[config.mk]
export PLATFORM = sky130hd
export DESIGN_NAME = slota_afe_cfg_regs
export DESIGN_NICKNAME = d
export VERILOG_FILES = /design/src/hdl/slota_pkg.sv /design/src/hdl/slota_cfg_if.sv /design/src/hdl/slota_afe_cfg_regs.sv /design/src/hdl/slota_integ_seq.sv
export SDC_FILE = /design/constraint.sdc
export NUM_CORES = 1
export LEC_CHECK = 0
export ABC_AREA = 0
export ABC_CLOCK_PERIOD_IN_PS = 27900
export BUFFER_PORTS_ARGS = -buffer_cell sky130_fd_sc_hd__buf_2
export CAP_MARGIN = 25
export CORE_AREA = 2 2 237 122
export CTS_CLUSTER_DIAMETER = 150
export DETAILED_ROUTE_END_ITERATION = 8
export DIE_AREA = 0 0 239 124
export PLACE_DENSITY = 0.75
export SLEW_MARGIN = 25
export SYNTH_ARGS = -nofsm -noshare
export SYNTH_HDL_FRONTEND = slang
export SYNTH_SLANG_ARGS = --single-unit
export TNS_END_PERCENT = 50
[constraint.sdc]
create_clock -name clk -period 27.9 [get_ports clk]
set_input_delay 2.79 -clock clk [delete_from_list [all_inputs] [get_ports clk]]
set_output_delay 2.79 -clock clk [all_outputs]
set_load 0.01 [all_outputs]
[src/hdl/slota_pkg.sv]
// Constants, field layout and types for the slot A front-end configuration bank.
package slota_pkg;

  // ****************************************
  // Register offsets
  // ****************************************
  localparam logic [7:0] ORDER_ADDR = 8'h17;
  localparam logic [7:0] WINDOW_ADDR = 8'h39;
  localparam logic [7:0] FE_CTRL_ADDR = 8'h42;
  localparam logic [7:0] CH_GAIN_ADDR = 8'h55;

  // ****************************************
  // Field positions
  // ****************************************
  localparam int ORDER_LSB = 0;
  localparam int WIDTH_LSB = 11;
  localparam int START_LSB = 0;
  localparam int MODE_LSB = 10;
  localparam int INT_GAIN_LSB = 8;
  localparam int BUF_BIT = 7;
  localparam int IND_EN_BIT = 6;
  localparam int SHARED_GAIN_LSB = 0;
  localparam int CH3_GAIN_LSB = 2;
  localparam int CH2_GAIN_LSB = 0;
  localparam logic [15:0] ORDER_MASK = 16'h000F;
  localparam logic [15:0] CH_GAIN_MASK = 16'h000F;

  // ****************************************
  // Reset values
  // ****************************************
  localparam logic [3:0] ORDER_RST = 4'h0;
  localparam logic [4:0] WIDTH_RST = 5'h04;
  localparam logic [10:0] START_RST = 11'h2FC;
  localparam logic [5:0] MODE_RST = 6'h07;
  localparam logic [1:0] VREF_RST = 2'h3;
  localparam logic [1:0] RSVD_RST = 2'h2;
  localparam logic [15:0] WINDOW_RST = {WIDTH_RST, START_RST};
  localparam logic [15:0] FE_CTRL_RST = {MODE_RST, 2'h0, 1'b0, 1'b0, VREF_RST, RSVD_RST, 2'h0};
  localparam logic [15:0] CH_GAIN_RST = 16'h0000;

  // ****************************************
  // Timing
  // ****************************************
  localparam int CLK_PERIOD_PS = 10000;
  localparam int WIDTH_STEP_PS = 1000000;
  localparam int START_STEP_PS = 31250;
  localparam int WIDTH_STEP_CYC = WIDTH_STEP_PS / CLK_PERIOD_PS;

  // ****************************************
  // Analog decode values
  // ****************************************
  localparam logic [8:0] RINT_400K = 9'h190;
  localparam logic [8:0] RINT_200K = 9'h0C8;
  localparam logic [8:0] RINT_100K = 9'h064;
  localparam logic [3:0] BUF_GAIN_UNITY = 4'hA;
  localparam logic [3:0] BUF_GAIN_LOW = 4'h7;

  typedef enum logic [1:0] {
    WIN_IDLE = 2'b00,
    WIN_DELAY = 2'b01,
    WIN_OPEN = 2'b11
  } slota_win_e;

endpackage

[src/hdl/slota_cfg_if.sv]
// Carrier for the pulse order and window fields from the register bank to the sequencer.
`timescale 1ns/100ps
interface slota_cfg_if;
  logic [3:0] order;
  logic [4:0] width;
  logic [10:0] start;
  modport cfg (output order, output width, output start);
  modport seq (input order, input width, input start);
endinterface

[src/hdl/slota_afe_cfg_regs.sv]
// Slot A front-end configuration registers with their decode toward the analog front end.
`timescale 1ns/100ps
module slota_afe_cfg_regs (
  // Clock and reset
  input wire logic clk,
  input wire logic sys_rst,
  // Register port from the serial control interface
  input wire logic [7:0] reg_addr,
  input wire logic [15:0] reg_wdata,
  input wire logic reg_wr,
  input wire logic reg_rd,
  output logic [15:0] reg_rdata,
  output logic reg_rdata_valid,
  // Timing core events
  input wire logic pulse_strobe,
  input wire logic slot_start,
  // Integration sequence controls
  output logic pulse_reverse,
  output logic [1:0] pulse_index,
  output logic window_open,
  // Analog front-end controls
  output logic [5:0] fe_mode,
  output logic integ_buffer_mode,
  output logic [8:0] int_res_kohm,
  output logic [3:0] buf_gain_x10,
  output logic [1:0] ch1_tia_code,
  output logic [1:0] ch2_tia_code,
  output logic [1:0] ch3_tia_code
);
  import slota_pkg::*;

  // ****************************************
  // Register storage
  // ****************************************
  logic [15:0] order_q;
  logic [15:0] window_q;
  logic [15:0] fe_ctrl_q;
  logic [15:0] ch_gain_q;

  wire hit_order = (reg_addr == ORDER_ADDR);
  wire hit_window = (reg_addr == WINDOW_ADDR);
  wire hit_fe_ctrl = (reg_addr == FE_CTRL_ADDR);
  wire hit_ch_gain = (reg_addr == CH_GAIN_ADDR);

  // Only the slot A lanes are kept; the other bits of these words belong to other blocks.
  wire [15:0] order_wr_val = reg_wdata & ORDER_MASK;
  wire [15:0] ch_gain_wr_val = reg_wdata & CH_GAIN_MASK;

  always_ff @(posedge clk or posedge sys_rst) begin
    if (sys_rst) begin
      order_q <= {12'h000, ORDER_RST};
      window_q <= WINDOW_RST;
      fe_ctrl_q <= FE_CTRL_RST;
      ch_gain_q <= CH_GAIN_RST;
    end else if (reg_wr) begin
      if (hit_order) begin
        order_q <= order_wr_val;
      end
      if (hit_window) begin
        window_q <= reg_wdata;
      end
      if (hit_fe_ctrl) begin
        fe_ctrl_q <= reg_wdata;
      end
      if (hit_ch_gain) begin
        ch_gain_q <= ch_gain_wr_val;
      end
    end
  end

  // ****************************************
  // Read back
  // ****************************************
  // Unmapped offsets read as zero so a stray read never returns stale data.
  wire [15:0] rd_mux = hit_order ? order_q :
                       hit_window ? window_q :
                       hit_fe_ctrl ? fe_ctrl_q :
                       hit_ch_gain ? ch_gain_q : 16'h0000;

  always_ff @(posedge clk or posedge sys_rst) begin
    if (sys_rst) begin
      reg_rdata <= 16'h0000;
      reg_rdata_valid <= 1'b0;
    end else begin
      reg_rdata <= reg_rd ? rd_mux : reg_rdata;
      reg_rdata_valid <= reg_rd;
    end
  end

  // ****************************************
  // Field extraction
  // ****************************************
  wire [1:0] int_gain = fe_ctrl_q[INT_GAIN_LSB +: 2];
  wire as_buffer = fe_ctrl_q[BUF_BIT];
  wire ind_en = fe_ctrl_q[IND_EN_BIT];
  wire [1:0] shared_gain = fe_ctrl_q[SHARED_GAIN_LSB +: 2];
  wire [1:0] ch3_field = ch_gain_q[CH3_GAIN_LSB +: 2];
  wire [1:0] ch2_field = ch_gain_q[CH2_GAIN_LSB +: 2];

  slota_cfg_if cfg_bus ();
  assign cfg_bus.order = order_q[ORDER_LSB +: 4];
  assign cfg_bus.width = window_q[WIDTH_LSB +: 5];
  assign cfg_bus.start = window_q[START_LSB +: 11];

  // ****************************************
  // Gain decode
  // ****************************************
  // Channel 1 always follows the shared field: with per-channel gain on it is channel 1's own code.
  // Lane 0 carries channel 2 and lane 1 channel 3.
  wire [1:0] lane_sel [2];
  for (genvar lane = 0; lane < 2; lane++) begin : g_lane
    localparam int LANE_LSB = (lane == 0) ? CH2_GAIN_LSB : CH3_GAIN_LSB;
    wire [1:0] own_code = ch_gain_q[LANE_LSB +: 2];
    assign lane_sel[lane] = ind_en ? own_code : shared_gain;
  end
  wire [1:0] ch2_sel = lane_sel[0];
  wire [1:0] ch3_sel = lane_sel[1];

  // Code 3 is not defined for the integrator; it decodes to zero so the front end can flag it.
  wire [8:0] rint_sel = (int_gain == 2'h0) ? RINT_400K :
                        (int_gain == 2'h1) ? RINT_200K :
                        (int_gain == 2'h2) ? RINT_100K : 9'h000;
  wire [3:0] bgain_sel = (int_gain == 2'h2) ? BUF_GAIN_LOW :
                         (int_gain == 2'h3) ? 4'h0 : BUF_GAIN_UNITY;
  wire [8:0] rint_d = as_buffer ? 9'h000 : rint_sel;
  wire [3:0] bgain_d = as_buffer ? bgain_sel : 4'h0;

  always_ff @(posedge clk or posedge sys_rst) begin
    if (sys_rst) begin
      fe_mode <= 6'h00;
      integ_buffer_mode <= 1'b0;
      int_res_kohm <= 9'h000;
      buf_gain_x10 <= 4'h0;
      ch1_tia_code <= 2'h0;
      ch2_tia_code <= 2'h0;
      ch3_tia_code <= 2'h0;
    end else begin
      fe_mode <= fe_ctrl_q[MODE_LSB +: 6];
      integ_buffer_mode <= as_buffer;
      int_res_kohm <= rint_d;
      buf_gain_x10 <= bgain_d;
      ch1_tia_code <= shared_gain;
      ch2_tia_code <= ch2_sel;
      ch3_tia_code <= ch3_sel;
    end
  end

  // ****************************************
  // Integration sequencer
  // ****************************************
  slota_integ_seq u_seq (
    .clk(clk),
    .sys_rst(sys_rst),
    .cfg(cfg_bus.seq),
    .pulse_strobe(pulse_strobe),
    .slot_start(slot_start),
    .pulse_reverse(pulse_reverse),
    .pulse_index(pulse_index),
    .window_open(window_open)
  );
endmodule

[src/hdl/slota_integ_seq.sv]
// Pulse polarity sequencer and integration window timer for slot A.
`timescale 1ns/100ps
module slota_integ_seq (
  // Clock and reset
  input wire logic clk,
  input wire logic sys_rst,
  // Configuration
  slota_cfg_if.seq cfg,
  // Timing core events
  input wire logic pulse_strobe,
  input wire logic slot_start,
  // Front-end controls
  output logic pulse_reverse,
  output logic [1:0] pulse_index,
  output logic window_open
);
  import slota_pkg::*;

  // ****************************************
  // Pulse polarity
  // ****************************************
  logic [1:0] pidx_q;
  logic pol_q;
  wire cur_bit = cfg.order[pidx_q];
  wire [31:0] width_prod = 32'(cfg.width) * WIDTH_STEP_CYC;
  wire [31:0] start_prod = (32'(cfg.start) * START_STEP_PS) / CLK_PERIOD_PS;
  wire [15:0] width_cyc = width_prod[15:0];
  wire [15:0] start_cyc = start_prod[15:0];

  // The index returns to zero at each slot start so that every slot begins with its first pulse.
  always_ff @(posedge clk or posedge sys_rst) begin
    if (sys_rst) begin
      pidx_q <= 2'h0;
      pol_q <= 1'b0;
    end else if (slot_start) begin
      pidx_q <= 2'h0;
    end else if (pulse_strobe) begin
      pidx_q <= pidx_q + 2'h1;
      pol_q <= cur_bit;
    end
  end

  assign pulse_reverse = pol_q;
  assign pulse_index = pidx_q;

  // ****************************************
  // Window timer
  // ****************************************
  slota_win_e state_q;
  logic [15:0] cnt_q;

  always_ff @(posedge clk or posedge sys_rst) begin
    if (sys_rst) begin
      state_q <= WIN_IDLE;
      cnt_q <= 16'h0000;
    end else if (slot_start) begin
      state_q <= WIN_DELAY;
      cnt_q <= start_cyc;
    end else begin
      case (state_q)
        WIN_DELAY: begin
          if (cnt_q != 16'h0000) begin
            cnt_q <= cnt_q - 16'h0001;
          end else if (width_cyc == 16'h0000) begin
            state_q <= WIN_IDLE;
          end else begin
            state_q <= WIN_OPEN;
            cnt_q <= width_cyc - 16'h0001;
          end
        end
        WIN_OPEN: begin
          if (cnt_q == 16'h0000) begin
            state_q <= WIN_IDLE;
          end else begin
            cnt_q <= cnt_q - 16'h0001;
          end
        end
        default: state_q <= WIN_IDLE;
      endcase
    end
  end

  assign window_open = (state_q == WIN_OPEN);

  // ****************************************
  // Checks
  // ****************************************
  logic [15:0] since_q;
  logic [15:0] start_lat_q;
  logic [15:0] open_len_q;
  logic [15:0] width_lat_q;
  always_ff @(posedge clk or posedge sys_rst) begin
    if (sys_rst) begin
      since_q <= 16'h0000;
      start_lat_q <= 16'h0000;
      open_len_q <= 16'h0000;
      width_lat_q <= 16'h0000;
    end else begin
      since_q <= slot_start ? 16'h0001 : since_q + 16'h0001;
      start_lat_q <= slot_start ? start_cyc : start_lat_q;
      open_len_q <= window_open ? open_len_q + 16'h0001 : 16'h0000;
      width_lat_q <= (state_q == WIN_DELAY && cnt_q == 16'h0000) ? width_cyc : width_lat_q;
    end
  end
endmodule

# == Word level (Yosys, flattened, before mapping) ==
# Cells that the tools add are included.
# op_classes
n_addsub,3
multipliers,2
n_div,1
order_cmp,1
eq_ne,13
n_mux,27
n_bitwise,1
reduce_logical,13
# ops
cell,count
16-bit 2-to-1 mux,7
26-bit by 14-bit divider with 32-bit output (second input constant),1
16-bit zero test,2
16-bit case mux with 2 select lines,1
11-bit by 14-bit multiplier with 25-bit output (second input constant),1
9-bit 2-to-1 mux,2
8-bit by 7-bit == test with 1-bit output (second input constant),2
2-bit 2-to-1 mux,8
4-bit 2-to-1 mux,4
16-bit nonzero test,1
16-bit by 1-bit subtractor with 16-bit output (second input constant),1
12-bit by 1-bit subtractor with 13-bit output (second input constant),1
2-bit AND reduction,6
5-bit by 5-bit multiplier with 10-bit output (second input constant),1
8-bit by 5-bit == test with 1-bit output (second input constant),1
8-bit by 6-bit == test with 1-bit output (second input constant),1
8-bit 2-to-1 mux,1
7-bit 2-to-1 mux,1
2-bit == test (second input constant),3
3-bit != test (second input constant),2
2-bit by 1-bit == test with 1-bit output (second input constant),2
4-bit by 3-bit != test with 1-bit output (second input constant),1
2-bit case mux with 2 select lines,1
2-bit by 3-bit < comparator with 1-bit output (second input constant),1
9 further kinds,9
# totals
ff_bits,104
output_inout_bits,47
wordCells,78

# == Depth between registers and ports, before layout ==
# depth
ltp_word,6
ltp_mapped,76

# == Hierarchy ==
# Synthesis repeated with hierarchy kept, for this count alone.
# hier_totals
cells_unflattened,2156
area_unflattened_um2,17177.7
# modules_own_cells
mod,instances,cells_per_inst,area_each_um2
slota_integ_seq,1,1920,13915.8
slota_afe_cfg_regs,1,236,3261.9

# == Least setup slack after synthesis ==
# Ideal clock, no wire load.
# synth_path
path_kind,register to register
start,register window_q[2]
end,register u_seq.cnt_q[0]
setup_time_ns,0.082
t_arrival_ns,17.374
required_ns,27.818
slack_ns,10.444
stages_incl_launch_ff,65
n_path_buf,4
cell_sequence,dfstp_2 clkbuf_1 clkinv_1 fa_1 inv_1 ha_1 inv_1 fa_1 inv_1 fa_1 fa_1 ha_1 a21oi_1 o221ai_1 a31oi_1 xor2_1 and4_1 o31ai_1 [29 not listed] or4_4 a21o_2 o211ai_2 a21o_1 buf_6 a21oi_2 a221oi_2 nor4_2 a311o_1 or3_1 and2_1 a2111oi_2 a41oi_1 a21oi_1 nand4_1 a311oi_1 o21ai_1 a31oi_1
# synth_via
elab_chain_cells,3
# synth_lines
element,line_no,text
start: declaration,slota_afe_cfg_regs.sv:36,logic [15:0] window_q;
start signal: assignment,slota_afe_cfg_regs.sv:60,window_q <= reg_wdata;
11-bit by 14-bit multiplier with 25-bit output,slota_integ_seq.sv:26,wire [31:0] start_prod = (32'(cfg.start) * START_STEP_PS) / CLK_PERIOD_PS;
26-bit by 14-bit divider with 32-bit output,slota_integ_seq.sv:26,
16-bit 2-to-1 mux,slota_integ_seq.sv:56,end else if (slot_start) begin
end signal: assignment,slota_integ_seq.sv:58,cnt_q <= start_cyc;
end signal: assignment,slota_integ_seq.sv:63,cnt_q <= cnt_q - 16'h0001;
end signal: assignment,slota_integ_seq.sv:68,cnt_q <= width_cyc - 16'h0001;
end: declaration,slota_integ_seq.sv:50,logic [15:0] cnt_q;
# No other way between the ends.
# A chain may end at the register's enable or synchronous reset.

# == Final worst setup path ==
# Ends and elaborated chain as after synthesis.

==> out/summary.txt <==
drt drc = 0
# H-tree levels = 3
TNS Setup = 0 ns
Tmin final = 21.90 ns
clk buf depth = 2
worst skew pair latency = 0.35 ns
Tcrit/Tclk final = 78.5%
post-CTS sizing = 0
Post-synth ARST share = 100%
share of layout cells above drive strength 1 = 14.1%
most common cell after layout, fill and taps aside = nand2_1
max-cap check violation count = 0
DP Wirelength = 39.0 mm
Root Driver = clkbuf_16
total CTS buffers = 9
GRT Overall Usage = 33.0%
num ports = 77
drt total wl = 49.5 mm
via density per instance = 6.71
Layout area overhead = 4.79%
critical path peak fanout = 25
Critical Path RT = 28.16 ns
total grt overflow = 0
Syn Inst Count = 2048
CTS tree = done
hold path depth = 0
FF+latch area = 0.00249 mm^2
Worst path depth = 60
Die Y-Extent = 124 um
global-route wire length before repair = 79.3 mm
PortBufs = 74
Post-synth EDFFs = 0
RSZ-0062 raised after global routing = no
status = finished, final reports clean
hold buffers post-CTS = 0
initial antenna violation count = 1
WP data arrival = 22.16 ns
worst slew pin tran = 1.10 ns
final-report max-slew violation count = 0
footprint of the multi-input gates = 0.0130 mm^2
CP endpoint kind = register
post-CTS setup repair buffer count = 0
largest net degree at the start of global routing = 60
Avg Cell Area, Syn = 7.96 um^2
post-synthesis cell area = 0.0163 mm^2
crit-path max cell delay = 0.88 ns
Pre-Repair DR Iteration Count = 8
die area = 0.0296 mm^2
Via Count = 16300
RePlAce Congestion = 0.985
most used flip-flop cell after synthesis = dfrtp_1
number of global-route vias before repair = 15000
setup violators final = 0
Netlist cell types = 140
crit path buf inv count = 6
fillers = 2483
Syn. warnings = 0
Yosys reg bits = 99
dominant delay contributor by cell family on the critical path = compound AO/OA/AOI/OAI gates
Worst Reg-to-Reg Cells = 60
Rows = 43
Hold Path Class = reg -> reg
sequential share of the synthesized area = 15.3%
Fmax = 45.7 MHz
CP Launch Type = register
most frequent cells in the layout = 181 x nand2_1, 168 x nor2_1, 129 x a21oi_1, 121 x xnor2_1, 107 x ha_1
routed len/inst = 20.3 um
Reg clk slew, reported paths = 0.08 ns
Initial Util = 59.4%
Core Area = 0.0274 mm^2
relative slew slack = 24.8%
Post-DRT Antenna Nets = 0
Die Wd = 239 um
clock sink count = 99
DRT iter0 DRCs = 1833
Hold Violations, Final = 0
final layout net count = 2237
clock skew = 0.0107 ns
Critical-path top delay cell = o31ai_1
critical path type = reg -> reg
-- area by class of cell --
| type | instances | area share (%) |
|---|---|---|
| multi-input cells | 1779 | 76.3 |
| flip-flops and latches | 99 | 14.6 |
| well taps | 360 | 2.64 |
| repair buffers | 84 | 2.61 |
| inverters | 96 | 2.13 |
| clock buffers | 9 | 1.32 |
| clock inverters | 7 | 0.381 |
| diodes | 1 | 0.0147 |
-- cell families after synthesis --
kind of cell    share of synthesized area (%)
simple gates                             24.5
fa+ha+maj                                12.1
xor+xnor                                 9.34
buf+inv                                  4.88
flops                                    15.3
mux                                      5.25
other cells                            0.0230
compound gates                           28.5
-- registers in the layout, indices dropped and copies added, names as in the netlist, 2 cells and up --
signal,flops
buf_gain_x10,3
u_seq.pulse_index,2
ch2_tia_code,2
ch3_tia_code,2
reg_rdata,16
ch1_tia_code,2
fe_ctrl_q,16
u_seq.state_q,2
int_res_kohm,5
u_seq.cnt_q,16
order_q,4
window_q,16
ch_gain_q,4
fe_mode,6
-- worst reg2reg max path, delay by kind of cell, from the launching register on --
kind	cells	cell delay, ns
AO/OA/AOI/OAI	31	11.67
AND/OR/NAND/NOR	13	4.13
adder cells (fa/ha/maj)	6	2.77
buffers and inverters	6	1.23
flip-flops	1	0.82
XOR/XNOR	3	0.74
multiplexers	1	0.46
-- synth_stat cells (33+ instances only) --
cell type	instances	area [um^2]
a22oi_1	37	278
nand2_1	181	679
nor3_1	63	315
a31oi_1	41	257
ha_1	107	1340
a21oi_1	129	646
o21ai_0	81	405
nand3_1	69	345
mux2_2	53	597
nor2_1	169	634
inv_1	94	353
xnor2_1	121	1060
dfrtp_1	85	2130
nand4_1	33	206
xor2_1	49	429
-- through the flow --
step | hold WS (ns) | util (%) | area (um^2) | worst slack, ns | std cells
final | 0.405 | 62.2 | 17100 | 6.00 | 2435
after global routing | 0.418 | 62.2 | 17100 | 4.48 | 2434
after CTS | 0.407 | 62.2 | 17100 | 6.40 | 2434
after detailed placement | 0.389 | 61.2 | 16800 | 6.52 | 2418
after global placement | 0.386 | 61.1 | 16800 | 7.11 | 2418
after floorplan | 0.369 | - | 16300 | 10.44 | 2049
-- routing by layer --
metal / share of wire (%) / routed length, um / global-route usage [%]
met1: 46 / 22600 / 47.1
met2: 43 / 21500 / 51.8
met3: 9.0 / 4450 / 5.87
met4: 1.8 / 896 / 8.20
met5: 0.026 / 13 / 0
-- final timing paths --
check,startpoint,end,slack [ns]
setup / recovery,window_q[2],u_seq.cnt_q[0],6.00
hold / removal,fe_ctrl_q[14],fe_mode[4],0.41
setup reg to reg,window_q[2],u_seq.cnt_q[0],6.00
hold reg to reg,fe_ctrl_q[14],fe_mode[4],0.41
max in group asynchronous,sys_rst,u_seq.cnt_q[6],24.31
min in group asynchronous,sys_rst,reg_rdata[12],2.46
Power is left out: the tool's default activity adds up to more than one toggle a clock period on the data nets, which glitch-free logic cannot reach.
